`src/verilog/prc_pkg.sv`:
```
// Purpose: shared types and constants of the pump remote i/o controller
// Assumes: 10 MHz core clock
// Notes: timing figures are kept in their own unit, cycle counts derive from them
package prc_pkg;
  localparam int unsigned CLK_HZ = 10_000_000;
  // timing figures as printed, and derived cycle counts
  localparam longint unsigned PULSE_MS = 200;
  localparam longint unsigned WARMUP_S = 10;
  localparam longint unsigned FLOW_HOLD_MIN = 15;
  localparam longint unsigned DEBOUNCE_MS = 10;
  localparam longint unsigned PULSE_CYC = (PULSE_MS * CLK_HZ) / 1000;
  localparam longint unsigned WARMUP_CYC = WARMUP_S * CLK_HZ;
  localparam longint unsigned FLOW_HOLD_CYC = FLOW_HOLD_MIN * 60 * CLK_HZ;
  localparam longint unsigned DEBOUNCE_CYC = (DEBOUNCE_MS * CLK_HZ) / 1000;
  // counter widths
  localparam int unsigned DEB_W = 17;
  localparam int unsigned PW_W = 21;
  localparam int unsigned WU_W = 27;
  localparam int unsigned FH_W = 34;
  // contact input indices
  localparam int unsigned NIN = 9;
  localparam int unsigned IN_MP_START = 0;
  localparam int unsigned IN_BP_START = 1;
  localparam int unsigned IN_RESET = 2;
  localparam int unsigned IN_MP_STOP = 3;
  localparam int unsigned IN_BP_STOP = 4;
  localparam int unsigned IN_LOC_START = 5;
  localparam int unsigned IN_LOC_STOP = 6;
  localparam int unsigned IN_LOC_RESET = 7;
  localparam int unsigned IN_REMOTE = 8;
  // alarm bit positions
  localparam int unsigned AL_WATER = 0;
  localparam int unsigned AL_SEAL = 1;
  localparam int unsigned AL_DIL = 2;
  // configuration switches, captured once after power-up
  typedef struct packed {
    logic data_8bit;      // on: 8-bit serial characters
    logic sup_op_only;    // on: flow supervision only while running
    logic auto_stop_rem;  // on: stop pumps on change to remote
    logic pulse_mode;     // on: momentary start/stop inputs
    logic zero_dil;       // on: zero-dilution mode
    logic bp_by_signal;   // on: booster follows remote signals
  } prc_cfg_t;
  localparam prc_cfg_t CFG_RESET = '{data_8bit: 1'b1, sup_op_only: 1'b0, auto_stop_rem: 1'b0,
                                     pulse_mode: 1'b0, zero_dil: 1'b0, bp_by_signal: 1'b0};
  // raw alarm and trip causes from the sensing logic
  typedef struct packed {
    logic [7:0] alarm;    // 0 water,1 seal,2 dil flow low,3 casing,4 mp cur,5 bp cur,6 oil,7 bearing
    logic [7:0] trip;     // casing,mp motor,bp motor,mp ovl,bp ovl,phase,leak,exhaust
    logic dil_valve_open; // dilution selector valve open
    logic inlet_vac_ok;   // inlet vacuum allows booster
    logic estop_closed;   // emergency stop switch closed
  } prc_sense_t;
  // status outputs toward the equipment
  typedef struct packed {
    logic main_pump_run;
    logic booster_pump_run;
    logic estop_ok;       // high while emergency stop is cleared
    logic remote;
    logic alarm_any;
    logic trip_any;
    logic [7:0] alarm;
    logic [7:0] trip;
    logic buzzer;
    logic start_fail;
    logic ready;          // warm-up finished
    logic data_8bit;
  } prc_stat_t;
endpackage : prc_pkg

```
`src/verilog/prc_remote_io.sv`:
```
// Purpose: remote control and status logic of a vacuum pump controller
// Assumes: contact inputs active high, synchronous reset at power-up
// Notes: all state sits in one struct registered by one process
`timescale 1ns/1ps
`default_nettype none
module prc_remote_io #(
  parameter logic [prc_pkg::PW_W-1:0] PULSE_CYC = prc_pkg::PW_W'(prc_pkg::PULSE_CYC),
  parameter logic [prc_pkg::WU_W-1:0] WARMUP_CYC = prc_pkg::WU_W'(prc_pkg::WARMUP_CYC),
  parameter logic [prc_pkg::FH_W-1:0] FLOW_HOLD_CYC = prc_pkg::FH_W'(prc_pkg::FLOW_HOLD_CYC),
  parameter logic [prc_pkg::DEB_W-1:0] DEBOUNCE_CYC = prc_pkg::DEB_W'(prc_pkg::DEBOUNCE_CYC)
) (
  input wire logic core_clk_i,                   // 10 MHz core clock
  input wire logic sys_rst_i,                    // synchronous reset, high
  input wire prc_pkg::prc_cfg_t cfg_sw_i,        // configuration switches
  input wire logic buzzer_en_i,                  // buzzer use switch, live
  input wire logic remote_sel_i,                 // remote/local selector, high = remote
  input wire logic mp_start_i,                   // remote main pump start contact
  input wire logic bp_start_i,                   // remote booster start contact
  input wire logic trip_reset_i,                 // remote alarm/trip reset contact
  input wire logic mp_stop_i,                    // remote main pump stop contact
  input wire logic bp_stop_i,                    // remote booster stop contact
  input wire logic loc_start_i,                  // local start button
  input wire logic loc_stop_i,                   // local stop button
  input wire logic loc_reset_i,                  // local reset button
  input wire prc_pkg::prc_sense_t sense_i,       // raw alarm and trip causes
  output logic [$bits(prc_pkg::prc_stat_t)-1:0] stat_o // registered status outputs
);
  import prc_pkg::*;

  typedef struct packed {
    logic [NIN-1:0] sync1;
    logic [NIN-1:0] sync2;
    logic [NIN-1:0] deb;
    logic [NIN-1:0] deb_prev;
    logic [NIN-1:0][DEB_W-1:0] deb_cnt;
    logic [NIN-1:0][PW_W-1:0] pw_cnt;
    logic [NIN-1:0] cmd;
    logic cfg_done;
    prc_cfg_t cfg;
    logic [WU_W-1:0] wu_cnt;
    logic ready;
    logic [FH_W-1:0] hold_cnt;
    logic [7:0] alarm;
    logic [7:0] trip;
    logic estop_ok;
    logic mp_run;
    logic bp_run;
    logic lvl_arm;
    logic start_fail;
    prc_stat_t stat;
  } prc_state_t;

  prc_state_t s_q;
  prc_state_t s_d;

  logic [NIN-1:0] raw;
  assign raw = {remote_sel_i, loc_reset_i, loc_stop_i, loc_start_i, bp_stop_i,
                mp_stop_i, trip_reset_i, bp_start_i, mp_start_i};

  // next-state logic
  always_comb
  begin
    logic remote;
    logic rst_cmd;
    logic blocked;
    logic mp_start_req;
    logic mp_stop_req;
    logic bp_start_req;
    logic bp_stop_req;
    logic water_sup;
    logic flow_sup;
    logic [7:0] al_cause;
    logic trip_now;
    remote = 1'b0;
    rst_cmd = 1'b0;
    blocked = 1'b0;
    mp_start_req = 1'b0;
    mp_stop_req = 1'b0;
    bp_start_req = 1'b0;
    bp_stop_req = 1'b0;
    water_sup = 1'b0;
    flow_sup = 1'b0;
    al_cause = '0;
    trip_now = 1'b0;
    s_d = s_q;

    // two-stage synchroniser, debounce and pulse-width qualification
    s_d.sync1 = raw;
    s_d.sync2 = s_q.sync1;
    s_d.deb_prev = s_q.deb;
    for (int i = 0; i < NIN; i++)
    begin
      if (s_q.sync2[i] == s_q.deb[i])
        s_d.deb_cnt[i] = '0;
      else if (s_q.deb_cnt[i] >= DEBOUNCE_CYC - 1'b1)
      begin
        s_d.deb[i] = s_q.sync2[i];
        s_d.deb_cnt[i] = '0;
      end
      else
        s_d.deb_cnt[i] = s_q.deb_cnt[i] + 1'b1;
      // a command fires once the contact has been held the full width
      if (!s_q.deb[i])
        s_d.pw_cnt[i] = '0;
      else if (s_q.pw_cnt[i] != PULSE_CYC)
        s_d.pw_cnt[i] = s_q.pw_cnt[i] + 1'b1;
      s_d.cmd[i] = s_q.deb[i] && (s_q.pw_cnt[i] == PULSE_CYC - 1'b1);
    end

    // configuration capture one cycle after reset release
    if (!s_q.cfg_done)
    begin
      s_d.cfg = cfg_sw_i;
      s_d.cfg_done = 1'b1;
    end

    // warm-up count, counts up to WARMUP_CYC - 1, then sets ready
    if (!s_q.ready)
    begin
      if (s_q.wu_cnt >= WARMUP_CYC - 1'b1)
        s_d.ready = 1'b1;
      else
        s_d.wu_cnt = s_q.wu_cnt + 1'b1;
    end

    remote = s_q.deb[IN_REMOTE];
    rst_cmd = s_q.cmd[IN_RESET] || (s_q.deb[IN_LOC_RESET] && !s_q.deb_prev[IN_LOC_RESET]);

    // flow supervision window, water kept for the hold time after stop
    if (s_q.mp_run)
      s_d.hold_cnt = FLOW_HOLD_CYC;
    else if (s_q.hold_cnt != '0)
      s_d.hold_cnt = s_q.hold_cnt - 1'b1;
    flow_sup = !s_q.cfg.sup_op_only || s_q.mp_run;
    water_sup = flow_sup || (s_q.hold_cnt != '0);

    al_cause = sense_i.alarm;
    al_cause[AL_WATER] = sense_i.alarm[AL_WATER] && water_sup;
    al_cause[AL_SEAL] = sense_i.alarm[AL_SEAL] && flow_sup;
    al_cause[AL_DIL] = flow_sup && (s_q.cfg.zero_dil ? sense_i.dil_valve_open
                                                      : sense_i.alarm[AL_DIL]);

    // latched indications, a new cause wins over the reset
    s_d.alarm = al_cause | (s_q.alarm & {8{~rst_cmd}});
    s_d.trip = sense_i.trip | (s_q.trip & {8{~rst_cmd}});
    if (!sense_i.estop_closed)
      s_d.estop_ok = 1'b0;
    else if (rst_cmd)
      s_d.estop_ok = 1'b1;
    if (!s_q.cfg_done)
      s_d.estop_ok = sense_i.estop_closed;

    trip_now = (s_q.trip != '0) || !s_q.estop_ok;
    blocked = (s_q.alarm != '0) || trip_now;

    // start and stop requests by mode
    if (remote)
    begin
      if (s_q.cfg.pulse_mode)
      begin
        mp_start_req = s_q.cmd[IN_MP_START];
        mp_stop_req = s_q.cmd[IN_MP_STOP];
        bp_start_req = s_q.cmd[IN_BP_START];
        bp_stop_req = s_q.cmd[IN_BP_STOP];
      end
      else
      begin
        mp_start_req = s_q.deb[IN_MP_START] && s_q.lvl_arm && !s_q.mp_run;
        mp_stop_req = !s_q.deb[IN_MP_START];
        bp_start_req = s_q.deb[IN_BP_START] && !s_q.bp_run;
        bp_stop_req = !s_q.deb[IN_BP_START];
      end
    end
    else
    begin
      mp_start_req = s_q.deb[IN_LOC_START] && !s_q.deb_prev[IN_LOC_START];
      mp_stop_req = s_q.deb[IN_LOC_STOP] && !s_q.deb_prev[IN_LOC_STOP];
      bp_start_req = mp_start_req;
      bp_stop_req = mp_stop_req;
    end

    // level start re-arms once the start contact has been released
    if (!s_q.deb[IN_MP_START])
      s_d.lvl_arm = 1'b1;

    // main pump
    if (mp_start_req && !s_q.mp_run && s_q.ready)
    begin
      if (blocked)
        s_d.start_fail = 1'b1;
      else
        s_d.mp_run = 1'b1;
    end
    if (mp_stop_req)
      s_d.mp_run = 1'b0;
    if (rst_cmd && !(mp_start_req && !s_q.mp_run && blocked && s_q.ready))
      s_d.start_fail = 1'b0;

    // booster pump
    if (s_q.cfg.bp_by_signal)
    begin
      if (bp_start_req && s_q.mp_run && !blocked)
        s_d.bp_run = 1'b1;
      if (bp_stop_req)
        s_d.bp_run = 1'b0;
    end
    else
      s_d.bp_run = s_q.mp_run && sense_i.inlet_vac_ok;

    // switch to remote: optional automatic stop
    if (remote && !s_q.deb_prev[IN_REMOTE] && s_q.cfg.auto_stop_rem)
    begin
      s_d.mp_run = 1'b0;
      s_d.bp_run = 1'b0;
      s_d.lvl_arm = 1'b0;
    end

    // trips and emergency stop stop both pumps
    if (trip_now || !s_q.mp_run)
      s_d.bp_run = 1'b0;
    if (trip_now)
      s_d.mp_run = 1'b0;

    // registered status image
    s_d.stat.main_pump_run = s_q.mp_run;
    s_d.stat.booster_pump_run = s_q.bp_run;
    s_d.stat.estop_ok = s_q.estop_ok;
    s_d.stat.remote = remote;
    s_d.stat.alarm_any = (s_q.alarm != '0);
    s_d.stat.trip_any = (s_q.trip != '0);
    s_d.stat.alarm = s_q.alarm;
    s_d.stat.trip = s_q.trip;
    s_d.stat.buzzer = buzzer_en_i && blocked;
    s_d.stat.start_fail = s_q.start_fail;
    s_d.stat.ready = s_q.ready;
    s_d.stat.data_8bit = s_q.cfg.data_8bit;
  end

  // state register, defaults apply until switches are captured
  always_ff @(posedge core_clk_i)
  begin
    if (sys_rst_i)
    begin
      s_q <= '0;
      s_q.cfg <= CFG_RESET;
      s_q.estop_ok <= 1'b1;
      s_q.lvl_arm <= 1'b1;
    end
    else
      s_q <= s_d;
  end

  assign stat_o = s_q.stat;
endmodule : prc_remote_io
`default_nettype wire

```
`config.mk`:
```
export PLATFORM = sky130hd
export DESIGN_NAME = prc_remote_io
export DESIGN_NICKNAME = d
export VERILOG_FILES = /design/src/verilog/prc_pkg.sv /design/src/verilog/prc_remote_io.sv
export SDC_FILE = /design/constraint.sdc
export NUM_CORES = 1
export LEC_CHECK = 0
export BUFFER_PORTS_ARGS = -buffer_cell sky130_fd_sc_hd__buf_4
export CAP_MARGIN = 40
export CELL_PAD_IN_SITES_DETAIL_PLACEMENT = 0
export CELL_PAD_IN_SITES_GLOBAL_PLACEMENT = 1
export CORE_MARGIN = 2
export CORE_UTILIZATION = 40
export DETAILED_ROUTE_END_ITERATION = 7
export GPL_ROUTABILITY_DRIVEN = 0
export GPL_TIMING_DRIVEN = 0
export PLACE_DENSITY_LB_ADDON = 0.1
export SYNTH_ARGS = -nofsm -noshare
export SYNTH_HDL_FRONTEND = slang
export SYNTH_SLANG_ARGS = --single-unit
```
`constraint.sdc`:
```
create_clock -name core_clk_i -period 6.57 [get_ports core_clk_i]
set_clock_uncertainty 0.05 [all_clocks]
set_input_delay 0.657 -clock core_clk_i [delete_from_list [all_inputs] [get_ports core_clk_i]]
set_output_delay 0.657 -clock core_clk_i [all_outputs]
set_load 0.02 [all_outputs]
```
# == After elaboration in Yosys (flattened, before gate mapping) ==
# Index checks and enable logic that the tools add are counted.
# op_classes
n_addsub,16
magnitude_cmp,10
n_eq_ne,22
mux,21
bitwise_logic,22
reduce_logical,77
# op_table
operator,n
"17-bit by 1-bit adder with 17-bit output, second input constant",9
"17-bit greater-or-equal comparator, second input constant",9
"21-bit by 1-bit adder with 21-bit output, second input constant",5
"21-bit equality test, second input constant",5
"21-bit != test, second input constant",5
34-bit 2-to-1 mux,2
34-bit nonzero test,1
"34-bit by 1-bit subtractor with 34-bit output, second input constant",1
3-bit OR reduction,10
"27-bit by 1-bit adder with 27-bit output, second input constant",1
"27-bit greater-or-equal comparator, second input constant",1
1-bit logical AND,25
2-bit AND reduction,12
1-bit 2-to-1 mux,19
1-bit NOT,18
8-bit AND,2
8-bit bitwise OR,2
8-bit nonzero test,2
2-bit OR reduction,7
1-bit logical NOT,12
1-bit equality test,9
1-bit logical OR,6
4-bit OR reduction,1
"3-bit by 1-bit != test with 1-bit output, second input constant",1
other kinds (3),3
# totals
ff_bits,415
in_bits,37
output_inout_bits,26
wordCells,225

# == Depth between registers and ports, before layout ==
# depth
word_depth,10
ltp_mapped,8
mapped_depth_nobuf,7

# == Least setup slack after synthesis ==
# OpenSTA, ideal clock, no wires.
# synth_timing
path_type,register -> register
start,register s_q[74] (netlist bit)
end,register s_q[72] (netlist bit)
setup_time_ps,72
arrival_ps,2255
required_ps,6448
path_slack_ps,4194
path_stages_with_launch,8
n_path_buf,2
synth_period_minus_slack_ps,2376
path_cell_list,dfxtp_1 -> or4_4 -> or4_1 -> buf_4 -> or3_4 -> buf_6 -> nand4_2 -> mux2i_1
# synth_via
elab_chain_cells,1
# synth_lines
item,line,text
from (decl),prc_remote_io.sv:53,prc_state_t s_q;
34-bit nonzero test,prc_remote_io.sv:132,else if (s_q.hold_cnt != '0)
# Every way passes these cells.
# A chain may end at the register's enable or synchronous reset.

# == Worst setup path after layout ==
# layout_timing
start,input sys_rst_i
end,register s_q[68] (netlist bit)
# layout_lines
item,line,text
from (decl),prc_remote_io.sv:13,"input wire logic sys_rst_i,"
# No word-level cell between the ends.

==> results.yml <==
worst_setup_path:
  crit_top_cell: "clkbuf_1"
  crit_arrival_ns: 3.10
  reg2reg_from: "s_q[53]$_SDFFE_PP0P_"
  timing_worst_setup_path_type: "in2reg"
  crit_chain: "clkbuf_1 > clkbuf_1 > clkbuf_1 > clkbuf_1 > a31oi_1"
  critical_path_peak_fanout: 10
  start_kind: "input pin"
  worstPathRequired_ns: 6.93
  timing.critical_path.from: "sys_rst_i"
  worst_path_max_delay_cell: "clkbuf_1"
  critical_path.endpoint_type: "flip-flop"
  critical_path.max_stage_delay_ns: 0.65
hold_path:
  hold_path_startpoint: "sense_i[0]"
  hold_path.class: "in2reg"
clock_network:
  cts_tree: "built"
  number_of_buffers_added_to_fix_hold_violations_after_cts: 0
  cts_num_sinks: 409
  h-tree-depth: 2
  cts-resized-gates: 0
  post-cts-setup-buffers: 0
  cts_buffers: 47
  clk_pin_slew_ns: 0.06
  clk_buf_depth: 3
  worstSkewPairLatency_ns: 0.57
  cts.root.buffer_cell: "clkbuf_16"
placed_design:
  placement.setup.worst_slack_ns: 3.102
  numPortBuffers: 61
  dp_hpwl_um: 28070
power_and_ir_drop:
  leakagePower_nw: 6.993
  power_per_cell_area_nw_per_um2: 313.9
  irDropWorstVdd_mv: 0.2137
sta:
  maxSlewHeadroom_pct: 48.97
  finalHoldViolations: 0
  tightest_slew_ns: 0.7655
  finalSetupTns_ns: 0
  layout_worst_path_cycle_share_pct: 41.76
  report.final.setup_viol: 0
  layout_min_cycle_time_ns: 2.744
  postLayoutSetupSlackWorst_ns: 3.826
  max_clock_freq_mhz: 364.4
  pins_over_their_slew_limit: 0
  rsz0062_at_grt: "false"
final_layout:
  flow.area_growth_from_synthesis_pct: 15.31
  most-common-layout-cells: "dfxtp_1, nor2_1, nand2_1"
  most_common_cell_after_layout_fill_and_taps_aside: "dfxtp_1"
  nFillCells: 4274
  post_route_cells_drive_above_1_share_pct: 9.819
  finish.net_count: 2187
floorplan:
  start_util_pct: 40.43
  die_height_um: 215.0
  top_level_ports: 63
  die_width_um: 215.0
  fp-row-count: 77
  placeableCoreArea_um2: 44030
  floorplan.die_area_um2: 46210
synth:
  synth_cell_type_count: 67
  post_synth_inst_count: 2014
  synth_seq_area_share_pct: 46.00
  synth.net_count: 2073
  ys_warnings: 0
  synth_flop_cell: "dfxtp_1"
  ys_async_sr_fraction_pct: 0
  fraction_of_post_synthesis_cell_area_in_the_top_cell_type_by_area_pct: 46.00
  synth_edf_count: 0
  synth_area_per_cell_um2: 8.839
  synth.cell_area_um2: 17800
  synth_top_cells_by_area: "dfxtp_1, nor2_1, xor2_1"
  synth_top_area_cell: "dfxtp_1"
  synth.ff_latch_count: 409
drt:
  met1Wirelength_um: 19720
  drt.antenna.violating_nets: 0
  top_layer: "met4"
  length_of_routed_met3_wiring_um: 1601
  drt_first_pass_iters: 5
  number_of_drc_violations_after_detailed_routing: 0
  via_count: 13891
  wire_length_per_cell_after_detailed_routing_um: 14.53
  detail_route.iter0.violations: 696
  met2_wirelength_um: 17740
  detail_route.wirelength_um: 39980
  vias_per_cell: 5.048
global_route:
  first_global_vias: 13205
  number_of_antenna_violations_at_the_first_check_in_global_routing: 1
  gr-usage-all-layers_pct: 17.39
  grt_overflow_total: 0
  grt_max_degree: 14
  global_route_wire_length_before_repair_um: 66560
job:
  drv.max_cap_violation_count: 0
outcome:
  outcome: "complete, no violations"
==> state kept, by name (all words and copies together), names as in the netlist <==
register / flops
s_d: 40
s_q: 344
stat_o: 25
==> routing by layer <==
| metal | vias up | track usage [%] |
|---|---|---|
| met2 | 165 | 27.71 |
| met1 | 6458 | 23.37 |
| met3 | 61 | 3.496 |
| met4 | 0 | 6.227 |
| li1 | 7207 | - |
| met5 | - | 0 |
==> cell families (layout without fill, tap and decap cells) <==
logic type,after synthesis,count (layout),synth area share (%)
multiplexers,29,29,1.694
XOR/XNOR,233,233,11.46
adder cells (fa/ha/maj),22,22,1.546
AO/OA/AOI/OAI,198,198,7.373
other,0,1,0
flip-flops,409,409,46.00
AND/OR/NAND/NOR,988,988,28.37
buffers and inverters,135,280,3.557
==> cell usage after synthesis, types with 3 or more instances <==
| master | instances |
|---|---|
| a2111oi_0 | 6 |
| a211oi_1 | 9 |
| a21oi_1 | 70 |
| a31oi_1 | 12 |
| a32oi_1 | 3 |
| and2_1 | 16 |
| and3_1 | 48 |
| and4_1 | 24 |
| buf_1 | 7 |
| buf_4 | 29 |
| clkbuf_1 | 52 |
| dfxtp_1 | 409 |
| ha_1 | 22 |
| inv_1 | 43 |
| mux2_2 | 9 |
| mux2i_1 | 20 |
| nand2_1 | 127 |
| nand2b_1 | 13 |
| nand3_1 | 105 |
| nand3b_1 | 6 |
| nand4_1 | 54 |
| nand4b_1 | 6 |
| nor2_1 | 344 |
| nor2b_1 | 58 |
| nor3_1 | 45 |
| nor3b_1 | 8 |
| nor4_1 | 34 |
| o211a_1 | 5 |
| o211ai_1 | 8 |
| o21ai_0 | 30 |
| o21ai_1 | 8 |
| o31ai_1 | 14 |
| o41ai_1 | 12 |
| or2_2 | 7 |
| or3_1 | 40 |
| or3b_2 | 4 |
| or4_1 | 24 |
| or4b_2 | 10 |
| xnor2_1 | 115 |
| xor2_1 | 118 |
==> final timing paths <==
| check | endpoint | slack [ns] | cells past startpoint |
|---|---|---|---|
| max | s_q[68]$_SDFFE_PP0P_ | 3.83 | 5 |
| min | s_d[23]$_SDFFE_PP1P_ | 0.25 | 3 |
| max reg2reg | s_q[62]$_SDFFE_PP0P_ | 3.96 | 5 |
| min reg2reg | s_q[490]$_SDFF_PP0_ | 0.38 | 1 |
==> area by class of cell <==
class                           count  area (um^2)  share of cell area, %
Buffer                             92        471.7                  2.298
Sequential cell                   409         8188                  39.89
Timing Repair Buffer               65        503.0                  2.450
Multi-Input combinational cell   1470         8980                  43.75
Clock buffer                       63         1329                  6.474
Clock inverter                     17        150.1                 0.7315
Antenna cell                        1        2.502                0.01219
Inverter                           43        161.4                 0.7863
Tap cell                          592        740.7                  3.609
==> worst max-delay path: cells and delay by family <==
kind | cells | cell delay [ns]
compound gates | 1 | 0.10
buf+inv | 4 | 2.33
==> power breakdown <==
part | switching [W] | internal (W) | total, W
Clock | 0.00103 | 0.00149 | 0.00252
Sequential | 0.000124 | 0.00261 | 0.00273
Combinational | 0.000720 | 0.000468 | 0.00119
Total | 0.00188 | 0.00457 | 0.00644
==> through the flow <==
stage                     util [%]  instance area, um^2  power (W)  hold slack, ns  cells
final                        46.62                20530   0.006443          0.2474   2752
after global routing         46.62                20530   0.006785          0.2363   2752
after CTS                    46.61                20520   0.006538          0.2072   2751
after detailed placement     43.25                19040   0.003972          0.3742   2671
after global placement       43.15                19000   0.003965          0.3698   2667
after floorplan                  -                17800   0.003670          0.3629   2014
(Power assumes the default switching activity.)
